### src/design/dtrcp_map.svh
/*
 Register offsets, field masks, reset values and mode codes of the dual
 timer. Included by the package; it assumes nothing of its surroundings.
*/
`ifndef DTRCP_MAP_SVH
`define DTRCP_MAP_SVH

`define DTRCP_ADDR_W 8
`define DTRCP_DATA_W 32
`define DTRCP_CNT_W 16
`define DTRCP_PRE_W 8
`define DTRCP_CFG_W 3
`define DTRCP_DIV_W 16

`define DTRCP_CNT_RST 16'hFFFF
`define DTRCP_PRE_RST 8'h00
`define DTRCP_RTC_PRELOAD 32'h0000_0001
`define DTRCP_RTC_DIV 32768

`define DTRCP_CFG_32 3'h0
`define DTRCP_CFG_RTC 3'h1
`define DTRCP_CFG_16 3'h4

`define DTRCP_TMR_ONESHOT 2'h1
`define DTRCP_TMR_PERIODIC 2'h2
`define DTRCP_TMR_CAPTURE 2'h3

`define DTRCP_EVT_POS 2'h0
`define DTRCP_EVT_NEG 2'h1

`define DTRCP_CTL_MASK 16'h6F7F
`define DTRCP_STAT_MASK 8'h0F
`define DTRCP_MODE_MASK 8'h0F

`define DTRCP_A_CFG 8'h00
`define DTRCP_A_MODE_A 8'h04
`define DTRCP_A_MODE_B 8'h08
`define DTRCP_A_CTL 8'h0C
`define DTRCP_A_IMR 8'h18
`define DTRCP_A_RIS 8'h1C
`define DTRCP_A_MIS 8'h20
`define DTRCP_A_ICR 8'h24
`define DTRCP_A_ILR_A 8'h28
`define DTRCP_A_ILR_B 8'h2C
`define DTRCP_A_MATCH_A 8'h30
`define DTRCP_A_MATCH_B 8'h34
`define DTRCP_A_PR_A 8'h38
`define DTRCP_A_PR_B 8'h3C
`define DTRCP_A_VAL_A 8'h48
`define DTRCP_A_VAL_B 8'h4C

`endif

### src/design/dtrcp_pkg.sv
/*
 Types of the dual timer: control, mode and status layouts and the whole
 state of the timer as one packed struct. Assumes the map header is on
 the include path.
*/
`include "dtrcp_map.svh"

package dtrcp_pkg;

    typedef logic [`DTRCP_CNT_W-1:0] dtrcp_cnt_t;
    typedef logic [`DTRCP_PRE_W-1:0] dtrcp_pre_t;

    typedef struct packed {
        logic rsv;
        logic pwm_invert_bit;
        logic adc_trigger_enable;
        logic rtc_run_in_debug_bit;
        logic [1:0] event_sel;
        logic debug_stall_bit;
        logic counter_enable;
    } dtrcp_ctl_t;

    typedef struct packed {
        logic [3:0] rsv;
        logic alternate_mode_select;
        logic capture_mode_bit;
        logic [1:0] timer_mode_field;
    } dtrcp_mode_t;

    typedef struct packed {
        logic [3:0] rsv;
        logic rtc_flag;
        logic capture_event_flag;
        logic count_match_flag;
        logic timeout_flag;
    } dtrcp_stat_t;

    typedef struct packed {
        logic [`DTRCP_CFG_W-1:0] config_reg;
        dtrcp_mode_t [1:0] counter_mode_reg;
        dtrcp_ctl_t [1:0] control_reg;
        dtrcp_stat_t [1:0] interrupt_mask_reg;
        dtrcp_stat_t [1:0] raw_status_reg;
        dtrcp_cnt_t [1:0] interval_load_reg;
        dtrcp_cnt_t [1:0] counter_match_reg;
        dtrcp_pre_t [1:0] prescale_reg;
        dtrcp_cnt_t [1:0] cnt;
        dtrcp_pre_t [1:0] ps;
        dtrcp_cnt_t [1:0] captured_value_reg;
        logic rtc_seen;
        logic [`DTRCP_DIV_W-1:0] div;
        logic [1:0] sync1;
        logic [1:0] sync2;
        logic [1:0] prev;
        logic [1:0] pwm;
        logic [1:0] pin_out;
        logic [1:0] pin_oe_n;
        logic [1:0] adc_trig;
        logic irq;
        logic [`DTRCP_DATA_W-1:0] rdata;
    } dtrcp_state_t;

    localparam dtrcp_state_t DTRCP_RST = '{
        interval_load_reg: {2{`DTRCP_CNT_RST}},
        cnt: {2{`DTRCP_CNT_RST}},
        prescale_reg: {2{`DTRCP_PRE_RST}},
        ps: {2{`DTRCP_PRE_RST}},
        pin_oe_n: 2'h3,
        default: '0
    };

endpackage : dtrcp_pkg

### src/design/dtrcp_timer.sv
/*
 Dual 16-bit timer with a joined 32-bit real-time-clock mode, one-shot and
 periodic counting with prescaler, edge count, edge time capture and PWM.
 Assumes a register master on core_clk that never waits, a debug halt
 level from logic on the same clock, and capture pins from outside.
*/
// The strobed register port and the address map were decided locally.
`timescale 1ns/1ps

// Operation
// - Real-time-clock mode joins both counters into one 32-bit up-counter.
// - First selection of clock mode preloads the 32-bit count with one.
// - A 32.768 kHz clock on the even pin is divided to a 1 Hz tick.
// - On a clock match the count rolls to zero and keeps counting.
// - A clock match sets the raw flag, masked flag if enabled; clear bit clears.
// - With run-in-debug set the clock keeps counting during a debugger halt.
// - Configuration value four selects independent 16-bit counters.
// - One-shot and periodic counters count down with an 8-bit prescaler.
// - At zero the counter reloads; one-shot stops and clears its enable.
// - Time-out sets a sticky flag, masked flag if enabled, optional ADC trigger.
// - A new interval load while running is taken on the next cycle.
// - With its stall bit set a counter freezes during a debugger halt.
// - Prescale value p makes each decrement take p+1 clock periods.
// - The prescaler is bypassed in edge count, edge time and PWM modes.
// - Edge count mode decrements once per selected edge until the match.
// - At the match: flags set, reload, enable cleared, further edges ignored.
// - Edge time mode captures the running count on each selected edge.
// - Edge time counting continues after capture and reloads at zero.
// - PWM counts down, reloads at zero, and raises no flags.
module dtrcp_timer
    import dtrcp_pkg::*;
#(
    parameter int RTC_DIV = `DTRCP_RTC_DIV
)
(
    // Clock and reset.
    input wire logic core_clk,
    input wire logic sys_rst,
    // Register port.
    input wire logic [`DTRCP_ADDR_W-1:0] addr,
    input wire logic [`DTRCP_DATA_W-1:0] wdata,
    input wire logic wr_stb,
    input wire logic rd_stb,
    output logic [`DTRCP_DATA_W-1:0] rdata,
    // Debug.
    input wire logic dbg_halt,
    // Capture compare pins.
    input wire logic [1:0] capture_compare_pin_in,
    output logic [1:0] capture_compare_pin_out,
    output logic [1:0] capture_compare_pin_oe_n,
    // Events.
    output logic irq,
    output logic [1:0] adc_trig
);

    localparam logic [`DTRCP_DIV_W-1:0] DIV_LAST = `DTRCP_DIV_W'(RTC_DIV - 1);

    // A divider below two would tick on every edge and the last-count compare would never settle.
    if (RTC_DIV < 2 || RTC_DIV > (1 << `DTRCP_DIV_W))
    begin : g_bad_div
        $error("RTC_DIV out of range");
    end

    function automatic logic dtrcp_edge(input logic [1:0] sel, input logic cur,
                                        input logic old);
        if (sel == `DTRCP_EVT_POS)
            return cur & ~old;
        else if (sel == `DTRCP_EVT_NEG)
            return ~cur & old;
        else
            return cur ^ old;
    endfunction : dtrcp_edge

    dtrcp_state_t r;
    dtrcp_state_t next_r;
    logic [1:0] ev;
    logic rtc_tick;
    logic rtc_frozen;
    logic [1:0] is_timer;
    logic [1:0] is_ecnt;
    logic [1:0] is_etime;
    logic [1:0] is_pwm;
    logic [1:0] run;

    always_comb
    begin
        for (int i = 0; i < 2; i++)
        begin
            ev[i] = dtrcp_edge(r.control_reg[i].event_sel, r.sync2[i], r.prev[i]);
            is_timer[i] = !r.counter_mode_reg[i].alternate_mode_select &&
                (r.counter_mode_reg[i].timer_mode_field == `DTRCP_TMR_ONESHOT ||
                 r.counter_mode_reg[i].timer_mode_field == `DTRCP_TMR_PERIODIC);
            is_ecnt[i] = !r.counter_mode_reg[i].alternate_mode_select &&
                r.counter_mode_reg[i].timer_mode_field == `DTRCP_TMR_CAPTURE &&
                !r.counter_mode_reg[i].capture_mode_bit;
            is_etime[i] = !r.counter_mode_reg[i].alternate_mode_select &&
                r.counter_mode_reg[i].timer_mode_field == `DTRCP_TMR_CAPTURE &&
                r.counter_mode_reg[i].capture_mode_bit;
            is_pwm[i] = r.counter_mode_reg[i].alternate_mode_select &&
                !r.counter_mode_reg[i].capture_mode_bit &&
                r.counter_mode_reg[i].timer_mode_field == `DTRCP_TMR_PERIODIC;
            run[i] = r.control_reg[i].counter_enable &&
                !(dbg_halt && r.control_reg[i].debug_stall_bit);
        end
        rtc_frozen = dbg_halt && !r.control_reg[0].rtc_run_in_debug_bit &&
            (r.control_reg[0].debug_stall_bit || r.control_reg[1].debug_stall_bit);
        rtc_tick = r.config_reg == `DTRCP_CFG_RTC && r.control_reg[0].counter_enable &&
            !rtc_frozen && r.div == DIV_LAST &&
            dtrcp_edge(`DTRCP_EVT_POS, r.sync2[0], r.prev[0]);
    end

    always_comb
    begin
        dtrcp_stat_t [1:0] set_f;
        dtrcp_stat_t [1:0] clr_f;
        logic [1:0] ilr_wr;
        dtrcp_cnt_t dec;
        set_f = '0;
        clr_f = '0;
        ilr_wr = '0;
        dec = '0;
        next_r = r;
        next_r.adc_trig = '0;
        next_r.rdata = '0;
        // The first stage feeds only the second; edges come from stage two.
        next_r.sync1 = capture_compare_pin_in;
        next_r.sync2 = r.sync1;
        next_r.prev = r.sync2;

        if (wr_stb)
        begin
            ilr_wr[0] = addr == `DTRCP_A_ILR_A;
            ilr_wr[1] = addr == `DTRCP_A_ILR_B;
        end

        if (r.config_reg == `DTRCP_CFG_RTC)
        begin
            if (r.control_reg[0].counter_enable && !rtc_frozen &&
                dtrcp_edge(`DTRCP_EVT_POS, r.sync2[0], r.prev[0]))
            begin
                next_r.div = (r.div == DIV_LAST) ? '0 : r.div + 1'b1;
            end
            if (rtc_tick)
            begin
                if (r.cnt == r.counter_match_reg)
                begin
                    next_r.cnt = '0;
                    set_f[0].rtc_flag = 1'b1;
                end
                else
                begin
                    next_r.cnt = r.cnt + `DTRCP_RTC_PRELOAD;
                end
            end
        end
        else if (r.config_reg == `DTRCP_CFG_16)
        begin
            for (int i = 0; i < 2; i++)
            begin
                dec = r.cnt[i] - `DTRCP_CNT_W'(1);
                if (is_ecnt[i])
                begin
                    if (run[i] && ev[i])
                    begin
                        if (dec == r.counter_match_reg[i])
                        begin
                            next_r.cnt[i] = r.interval_load_reg[i];
                            next_r.control_reg[i].counter_enable = 1'b0;
                            set_f[i].count_match_flag = 1'b1;
                        end
                        else
                        begin
                            next_r.cnt[i] = dec;
                        end
                    end
                end
                else if (run[i] && is_timer[i])
                begin
                    if (r.ps[i] != '0)
                    begin
                        next_r.ps[i] = r.ps[i] - `DTRCP_PRE_W'(1);
                    end
                    else if (r.cnt[i] == '0)
                    begin
                        next_r.cnt[i] = r.interval_load_reg[i];
                        next_r.ps[i] = r.prescale_reg[i];
                        set_f[i].timeout_flag = 1'b1;
                        next_r.adc_trig[i] = r.control_reg[i].adc_trigger_enable;
                        if (r.counter_mode_reg[i].timer_mode_field == `DTRCP_TMR_ONESHOT)
                        begin
                            next_r.control_reg[i].counter_enable = 1'b0;
                        end
                    end
                    else
                    begin
                        next_r.cnt[i] = dec;
                        next_r.ps[i] = r.prescale_reg[i];
                    end
                end
                else if (run[i] && (is_etime[i] || is_pwm[i]))
                begin
                    next_r.cnt[i] = (r.cnt[i] == '0) ? r.interval_load_reg[i] : dec;
                    if (is_etime[i] && ev[i])
                    begin
                        next_r.captured_value_reg[i] = r.cnt[i];
                        set_f[i].capture_event_flag = 1'b1;
                    end
                    if (is_pwm[i] && r.cnt[i] == r.interval_load_reg[i])
                        next_r.pwm[i] = 1'b1;
                    else if (is_pwm[i] && r.cnt[i] == r.counter_match_reg[i])
                        next_r.pwm[i] = 1'b0;
                end
                // A running edge counter keeps its count; elsewhere the load lands next cycle.
                if (ilr_wr[i] && !(is_ecnt[i] && r.control_reg[i].counter_enable))
                begin
                    next_r.cnt[i] = wdata[`DTRCP_CNT_W-1:0];
                    next_r.ps[i] = r.prescale_reg[i];
                end
                next_r.pin_out[i] = next_r.pwm[i] ^ r.control_reg[i].pwm_invert_bit;
                next_r.pin_oe_n[i] = !is_pwm[i];
            end
        end
        if (r.config_reg != `DTRCP_CFG_16)
            next_r.pin_oe_n = '1;

        if (wr_stb)
        begin
            unique case (addr)
                `DTRCP_A_CFG:
                begin
                    next_r.config_reg = wdata[`DTRCP_CFG_W-1:0];
                    if (wdata[`DTRCP_CFG_W-1:0] == `DTRCP_CFG_RTC && !r.rtc_seen)
                    begin
                        next_r.cnt = `DTRCP_RTC_PRELOAD;
                        next_r.rtc_seen = 1'b1;
                        next_r.div = '0;
                    end
                end
                `DTRCP_A_MODE_A:
                    next_r.counter_mode_reg[0] = dtrcp_mode_t'(wdata[7:0] & `DTRCP_MODE_MASK);
                `DTRCP_A_MODE_B:
                    next_r.counter_mode_reg[1] = dtrcp_mode_t'(wdata[7:0] & `DTRCP_MODE_MASK);
                `DTRCP_A_CTL:
                    next_r.control_reg = wdata[15:0] & `DTRCP_CTL_MASK;
                `DTRCP_A_IMR:
                    next_r.interrupt_mask_reg = wdata[15:0] & {2{`DTRCP_STAT_MASK}};
                `DTRCP_A_ICR:
                    clr_f = wdata[15:0] & {2{`DTRCP_STAT_MASK}};
                `DTRCP_A_ILR_A:
                    next_r.interval_load_reg[0] = wdata[`DTRCP_CNT_W-1:0];
                `DTRCP_A_ILR_B:
                    next_r.interval_load_reg[1] = wdata[`DTRCP_CNT_W-1:0];
                `DTRCP_A_MATCH_A:
                    next_r.counter_match_reg[0] = wdata[`DTRCP_CNT_W-1:0];
                `DTRCP_A_MATCH_B:
                    next_r.counter_match_reg[1] = wdata[`DTRCP_CNT_W-1:0];
                `DTRCP_A_PR_A:
                    next_r.prescale_reg[0] = wdata[`DTRCP_PRE_W-1:0];
                `DTRCP_A_PR_B:
                    next_r.prescale_reg[1] = wdata[`DTRCP_PRE_W-1:0];
                default:
                    next_r.rdata = '0;
            endcase
        end

        // A flag set in the cycle it is cleared stays set.
        next_r.raw_status_reg = (r.raw_status_reg & ~clr_f) | set_f;
        next_r.irq = |(next_r.raw_status_reg & next_r.interrupt_mask_reg);

        if (rd_stb)
        begin
            unique case (addr)
                `DTRCP_A_CFG: next_r.rdata = `DTRCP_DATA_W'(r.config_reg);
                `DTRCP_A_MODE_A: next_r.rdata = `DTRCP_DATA_W'(r.counter_mode_reg[0]);
                `DTRCP_A_MODE_B: next_r.rdata = `DTRCP_DATA_W'(r.counter_mode_reg[1]);
                `DTRCP_A_CTL: next_r.rdata = `DTRCP_DATA_W'(r.control_reg);
                `DTRCP_A_IMR: next_r.rdata = `DTRCP_DATA_W'(r.interrupt_mask_reg);
                `DTRCP_A_RIS: next_r.rdata = `DTRCP_DATA_W'(r.raw_status_reg);
                `DTRCP_A_MIS:
                    next_r.rdata = `DTRCP_DATA_W'(r.raw_status_reg & r.interrupt_mask_reg);
                `DTRCP_A_ILR_A: next_r.rdata = `DTRCP_DATA_W'(r.interval_load_reg[0]);
                `DTRCP_A_ILR_B: next_r.rdata = `DTRCP_DATA_W'(r.interval_load_reg[1]);
                `DTRCP_A_MATCH_A: next_r.rdata = `DTRCP_DATA_W'(r.counter_match_reg[0]);
                `DTRCP_A_MATCH_B: next_r.rdata = `DTRCP_DATA_W'(r.counter_match_reg[1]);
                `DTRCP_A_PR_A: next_r.rdata = `DTRCP_DATA_W'(r.prescale_reg[0]);
                `DTRCP_A_PR_B: next_r.rdata = `DTRCP_DATA_W'(r.prescale_reg[1]);
                // Outside 16-bit operation a stale edge-time mode must not hide the clock count.
                `DTRCP_A_VAL_A: next_r.rdata = `DTRCP_DATA_W'(
                    (is_etime[0] && r.config_reg == `DTRCP_CFG_16) ?
                    r.captured_value_reg[0] : r.cnt[0]);
                `DTRCP_A_VAL_B: next_r.rdata = `DTRCP_DATA_W'(
                    (is_etime[1] && r.config_reg == `DTRCP_CFG_16) ?
                    r.captured_value_reg[1] : r.cnt[1]);
                default: next_r.rdata = '0;
            endcase
        end
    end

    always_ff @(posedge core_clk or posedge sys_rst)
    begin
        if (sys_rst)
            r <= DTRCP_RST;
        else
            r <= next_r;
    end

    assign rdata = r.rdata;
    assign irq = r.irq;
    assign adc_trig = r.adc_trig;
    assign capture_compare_pin_out = r.pin_out;
    assign capture_compare_pin_oe_n = r.pin_oe_n;
endmodule : dtrcp_timer

### config.mk
export PLATFORM = sky130hd
export DESIGN_NAME = dtrcp_timer
export DESIGN_NICKNAME = d
export VERILOG_FILES = /design/src/design/dtrcp_pkg.sv /design/src/design/dtrcp_timer.sv
export VERILOG_INCLUDE_DIRS = /design/src /design/src/design
export SDC_FILE = /design/constraint.sdc
export NUM_CORES = 1
export LEC_CHECK = 0
export BUFFER_PORTS_ARGS = -buffer_cell sky130_fd_sc_hd__buf_2
export CAP_MARGIN = 20
export CORE_MARGIN = 4
export CORE_UTILIZATION = 35
export CTS_CLUSTER_SIZE = 24
export DETAILED_ROUTE_END_ITERATION = 10
export PLACE_DENSITY = 0.53
export SLEW_MARGIN = 20
export SYNTH_ARGS = -nofsm -noshare
export SYNTH_HDL_FRONTEND = slang
export SYNTH_SLANG_ARGS = --single-unit
### constraint.sdc
create_clock -name core_clk -period 8.55 [get_ports core_clk]
set_input_delay 1.71 -clock core_clk [delete_from_list [all_inputs] [get_ports core_clk]]
set_output_delay 1.71 -clock core_clk [all_outputs]
set_load 0.005 [all_outputs]
Yosys cells after proc, flatten, opt, wreduce, memory -nomap -nowiden
Index checks and enable logic that the tools add are counted.
- flip-flop bits (word level): 280
- logic and storage cells: 348
- add/sub/neg operators: 6
- bitwise logic cells: 22
- mux-type cells: 132
- reductions and logical operators: 89
- equality and inequality tests: 38
- operators with widths (operator ; number):
    $mux W16 ; 34
    $pmux W16 S15 ; 1
    $mux W32 ; 6
    $eq A16 B16 Y1 ; 6
    $mux W80 ; 1
    $mux W1 ; 70
    $eq A8 B6 Y1 const B ; 8
    $mux W8 ; 8
    $and A16 B16 Y16 ; 3
    $logic_and A1 B1 Y1 ; 43
    $add A32 B1 Y32 const B ; 1
    $eq A32 B32 Y1 ; 1
    $logic_not A16 Y1 ; 2
    $sub A16 B1 Y16 const B ; 2
    $mux W25 ; 1
    $mux W12 ; 2
    $reduce_and A2 Y1 ; 12
    $add A16 B1 Y16 const B ; 1
    $eq A16 B15 Y1 const B ; 1
    $eq A8 B4 Y1 const B ; 2
    $eq A8 B5 Y1 const B ; 2
    $eq A8 B7 Y1 const B ; 2
    $not A16 Y16 ; 1
    $or A16 B11 Y16 ; 1
    25 further kinds ; 76

Logic depth before layout (Yosys ltp)
- depth after elaboration: 14
- depth in mapped cells: 15
- gate-level depth less buffers: 11

Least setup slack after synthesis
No wires, ideal clock.
- path kind: input-to-reg
- from: in addr[5]
- to: reg r, in the netlist irq
- setup slack: 4383 ps
- arrival: 4046 ps
- data required time: 8429 ps
- library setup time: 121 ps
- stages on the path: 9
- cell sequence: clkbuf_1 -> or4b_2 -> nor2_1 -> nand2_1 -> mux2_2 -> a222oi_1 -> nand4_1 -> a21oi_1 -> nand2_1
- RTL lines (item ; line ; RTL):
    from (decl) ; dtrcp_timer.sv:40 ; input wire logic [`DTRCP_ADDR_W-1:0] addr,
    to (signal assigned) ; dtrcp_timer.sv:304 ; r <= next_r;
    to (decl) ; dtrcp_timer.sv:74 ; dtrcp_state_t r;

==> summary.md <==
| Metric | Value |
|---|---|
| Max incr delay on CP | `700 ps` |
| Simple-Gate Fraction of Synth Area | `0.196` |
| Post-synthesis async set-or-reset flop share | `1.00` |
| Placed cell areas | `17400 sq um` |
| Final instance area | `approximately 18000 sq um` |
| DR vias/cell | `a little over 6` |
| Post-DP HPWL | `46.6 mm` |
| Starting Density | `0.353` |
| Slew headroom | `0.214` |
| Cell leakage power | `around 0.0076 uW` |
| CTS tree | `yes` |
| Pwr/cell area | `~210 nW/um^2` |
| Internal Power | `between 2000 and 2500 uW` |
| Layout cells sized above 1 | `0.188` |
| GRT Util Overall | `0.250` |
| Worst Path Required | `8990 ps` |
| # nets final | `between 1500 and 2000` |
| Synth unique cells | `95` |
| Net switching power | `1460 uW` |
| Synth top area cells | `dfrtp_1 (27%), dfstp_2 (10%), mux2_2 (7.4%)` |
| Comb pwr share | `0.234` |
| Final setup TNS | `0 ps` |
| Drc violations | `0` |
| Die height | `between 200 and 250 microns` |
| Drt first-iter violations | `around 1700` |
| Hold_sp | `next_r[44]` |
| Final setup fails | `0` |
| First-pass GRT wire length | `97.9 mm` |
| Hold Vio Cnt, Final | `0` |
| Crit path cell chain | `buf_2 > or4b_2 > nor2_1 > nand2_1 > mux2_2 > a222oi_1 > nand4_1 > a21oi_1 > nand2_1` |
| Critical Path AT | `5270 ps` |
| CP bufs+invs | `1` |
| Clock transition at the registers of the reported paths | `60 ps` |
| Largest net degree at the start of global routing | `154` |
| Synth cell count leaders | `nand2_1 (218), dfrtp_1 (182), nor2_1 (141), a21oi_1 (126), clkbuf_1 (114)` |
| Max frequency | `between 200 and 250 MHz` |
| Post-Syn Area per Cell | `~9 sq um` |
| Clk buf depth | `3` |
| Total clock sinks | `about 250` |
| Hold crit path type | `flop to flop` |
| Final Skew | `19.1 ps` |
| Area Overhead vs Synth | `9.19%` |
| Synth Instances | `a little under 2000` |
| Post CTS Setup Buffer Count | `0` |
| Largest family of logic cells by synthesized area | `compound AO/OA/AOI/OAI gates` |
| Synth Cell Area | `~17000 sq um` |
| FF+latch count, synth | `248` |
| Ys Warns | `0` |
| CP Class | `input pin to flop` |
| Buffers on Ports | `between 50 and 60` |
| Inserted Diodes | `0` |
| Detail Route Antenna Nets | `0` |
| Synth top area share | `0.271` |
| MaxCap Viol Count | `0` |
| Post-CTS sizing | `0` |
| Total die area | `51700 sq um` |
| Fin crit share | `0.566` |
| Post-synth EDFFs | `0` |
| Die W | `about 230 microns` |
| Adder-Cell Fraction of Synth Area | `0.0126` |
| Worst slew pin tran | `1180 ps` |
| Primary FF master, synth | `dfrtp_1` |
| Core area | `approximately 48000 sq um` |
| CTS Buf Count | `30` |
| Nature of the critical path endpoint | `flop` |
| Critical Path Fanout Max | `9` |
| Status | `finished clean` |
| Post-CTS Hold Fix Bufs | `0` |
| Final WS setup | `between 3000 and 4000 ps` |
| Unrepaired setup endpoints after global routing | `no` |
| H-tree depth | `1` |
| Root buf cell | `clkbuf_16` |
| Worst R2R Start | `r[128]` |
| Core Rows | `80` |
| Slew Viols, Final | `0` |
| Final min period | `~4800 ps` |
| Initial antenna violation count | `3` |
| Worst vdd ir | `0.119 mV` |
| Area share of xor/xnor cells in the synthesized design | `0.0601` |
| Post-place setup slack | `approximately 3200 ps` |
| Pwr Total | `3950 uW` |
| Area leader, netlist | `dfrtp_1` |
| Avg WL per Cell | `about 26 microns` |
| Sw frac | `0.369` |
| CP startpoint | `addr[5]` |
| CP top delay family | `simple AND/OR/NAND/NOR gates` |
| GRT Residual Overflow | `0` |
| Number of detailed-route iterations in the first pass | `6` |
| Total wire length | `65.9 mm` |
| Compound-cell area share of the yosys netlist | `0.199` |
| Skew-Pair Late Insertion Delay | `roughly 590 ps` |
| Gp weighted congestion | `about 0.95` |
| Top-count cell post-synth | `nand2_1` |
| Sequential fraction of the synthesis area | `0.374` |
| Io pins | `between 80 and 90` |
| Clock power share | `0.339` |
| Startpoint type of the worst setup path | `input pin` |
| Mux cell area share after synthesis | `0.0979` |
| CP most frequent cell | `nand2_1` |
| Sequential power share | `0.427` |
| Critical-path top delay cell | `or4b_2` |
| Vias in the first global route | `~15000` |
| Vias | `~16000` |
sequential cells by signal, indices dropped and copies added (netlist names):
| signal | cells |
|---|---|
| rdata | 16 |
| next_r | 4 |
| adc_trig | 2 |
| capture_compare_pin_out | 2 |
| r | 221 |
| capture_compare_pin_oe_n | 2 |
| irq | 1 |
metrics by stage:
stage,hold slack [ps],utilization,instances
6_report,376,0.386,2517
5_1_grt,390,0.386,2517
4_1_cts,397,0.386,2517
3_5_place_dp,385,0.364,2461
3_3_place_gp,386,0.364,2461
2_1_floorplan,331,-,1937
layout make-up:
class | count | area [sq um]
Clock inverter | 20 | 199
Timing Repair Buffer | 83 | 503
Sequential cell | 248 | 6290
Inverter | 45 | 176
Multi-Input combinational cell | 1470 | 9620
Fill cell | 4855 | 29300
Tap cell | 615 | 769
Clock buffer | 36 | 825
power groups by stage:
| stage | logic, uW | clock network [uW] | registers, uW |
|---|---|---|---|
| 2_1_floorplan | 902 | 0 | 1400 |
| 3_3_place_gp | 899 | 0 | 1690 |
| 3_5_place_dp | 909 | 0 | 1690 |
| 4_1_cts | 915 | 1360 | 1670 |
| 5_1_grt | 1010 | 1410 | 1710 |
| 6_report | 924 | 1340 | 1690 |
cell families after synthesis:
| kind of cell | Yosys count |
|---|---|
| simple gates | 668 |
| fa+ha+maj | 17 |
| buf+inv | 219 |
| other cells | 1 |
| flops | 248 |
| mux | 150 |
| compound gates | 505 |
| xor+xnor | 114 |
final timing paths:
kind,endpoint,cells past startpoint,slack (ps)
max in group asynchronous,r[90],3,5970
min in group asynchronous,r[56],2,1220
min reg2reg,next_r[42],0,380
min,next_r[42],0,380
max,irq,9,3710
max reg2reg,r[264],11,3910
cell usage in the layout, fill, tap and decap left out, drive strengths merged, types with 10 or more instances in the layout:
| cell type | n |
|---|---|
| a22o | 12 |
| a31oi | 40 |
| o22ai | 20 |
| or4 | 10 |
| nor2 | 141 |
| a211oi | 29 |
| ha | 17 |
| nand3 | 66 |
| nand2 | 218 |
| or2 | 11 |
| nor4 | 27 |
| inv | 44 |
| a22oi | 22 |
| or3 | 26 |
| dfstp | 66 |
| and3 | 28 |
| nor3 | 50 |
| xor2 | 72 |
| dfrtp | 182 |
| conb | 16 |
| clkinv | 11 |
| a221oi | 26 |
| o211ai | 16 |
| nor3b | 10 |
| nand4 | 33 |
| mux2 | 114 |
| mux2i | 36 |
| clkbuf | 36 |
| buf | 83 |
| xnor2 | 41 |
| a21oi | 126 |
| o21ai | 110 |
metal layers:
metal,GRT usage,vias to the layer above,routed length (microns)
li1,-,6924,-
met1,0.347,7809,28100
met2,0.391,677,30000
met3,0.0328,156,4760
met4,0.110,2,3060
met5,0,-,14
Note: power is estimated with default switching activity, not from simulation.
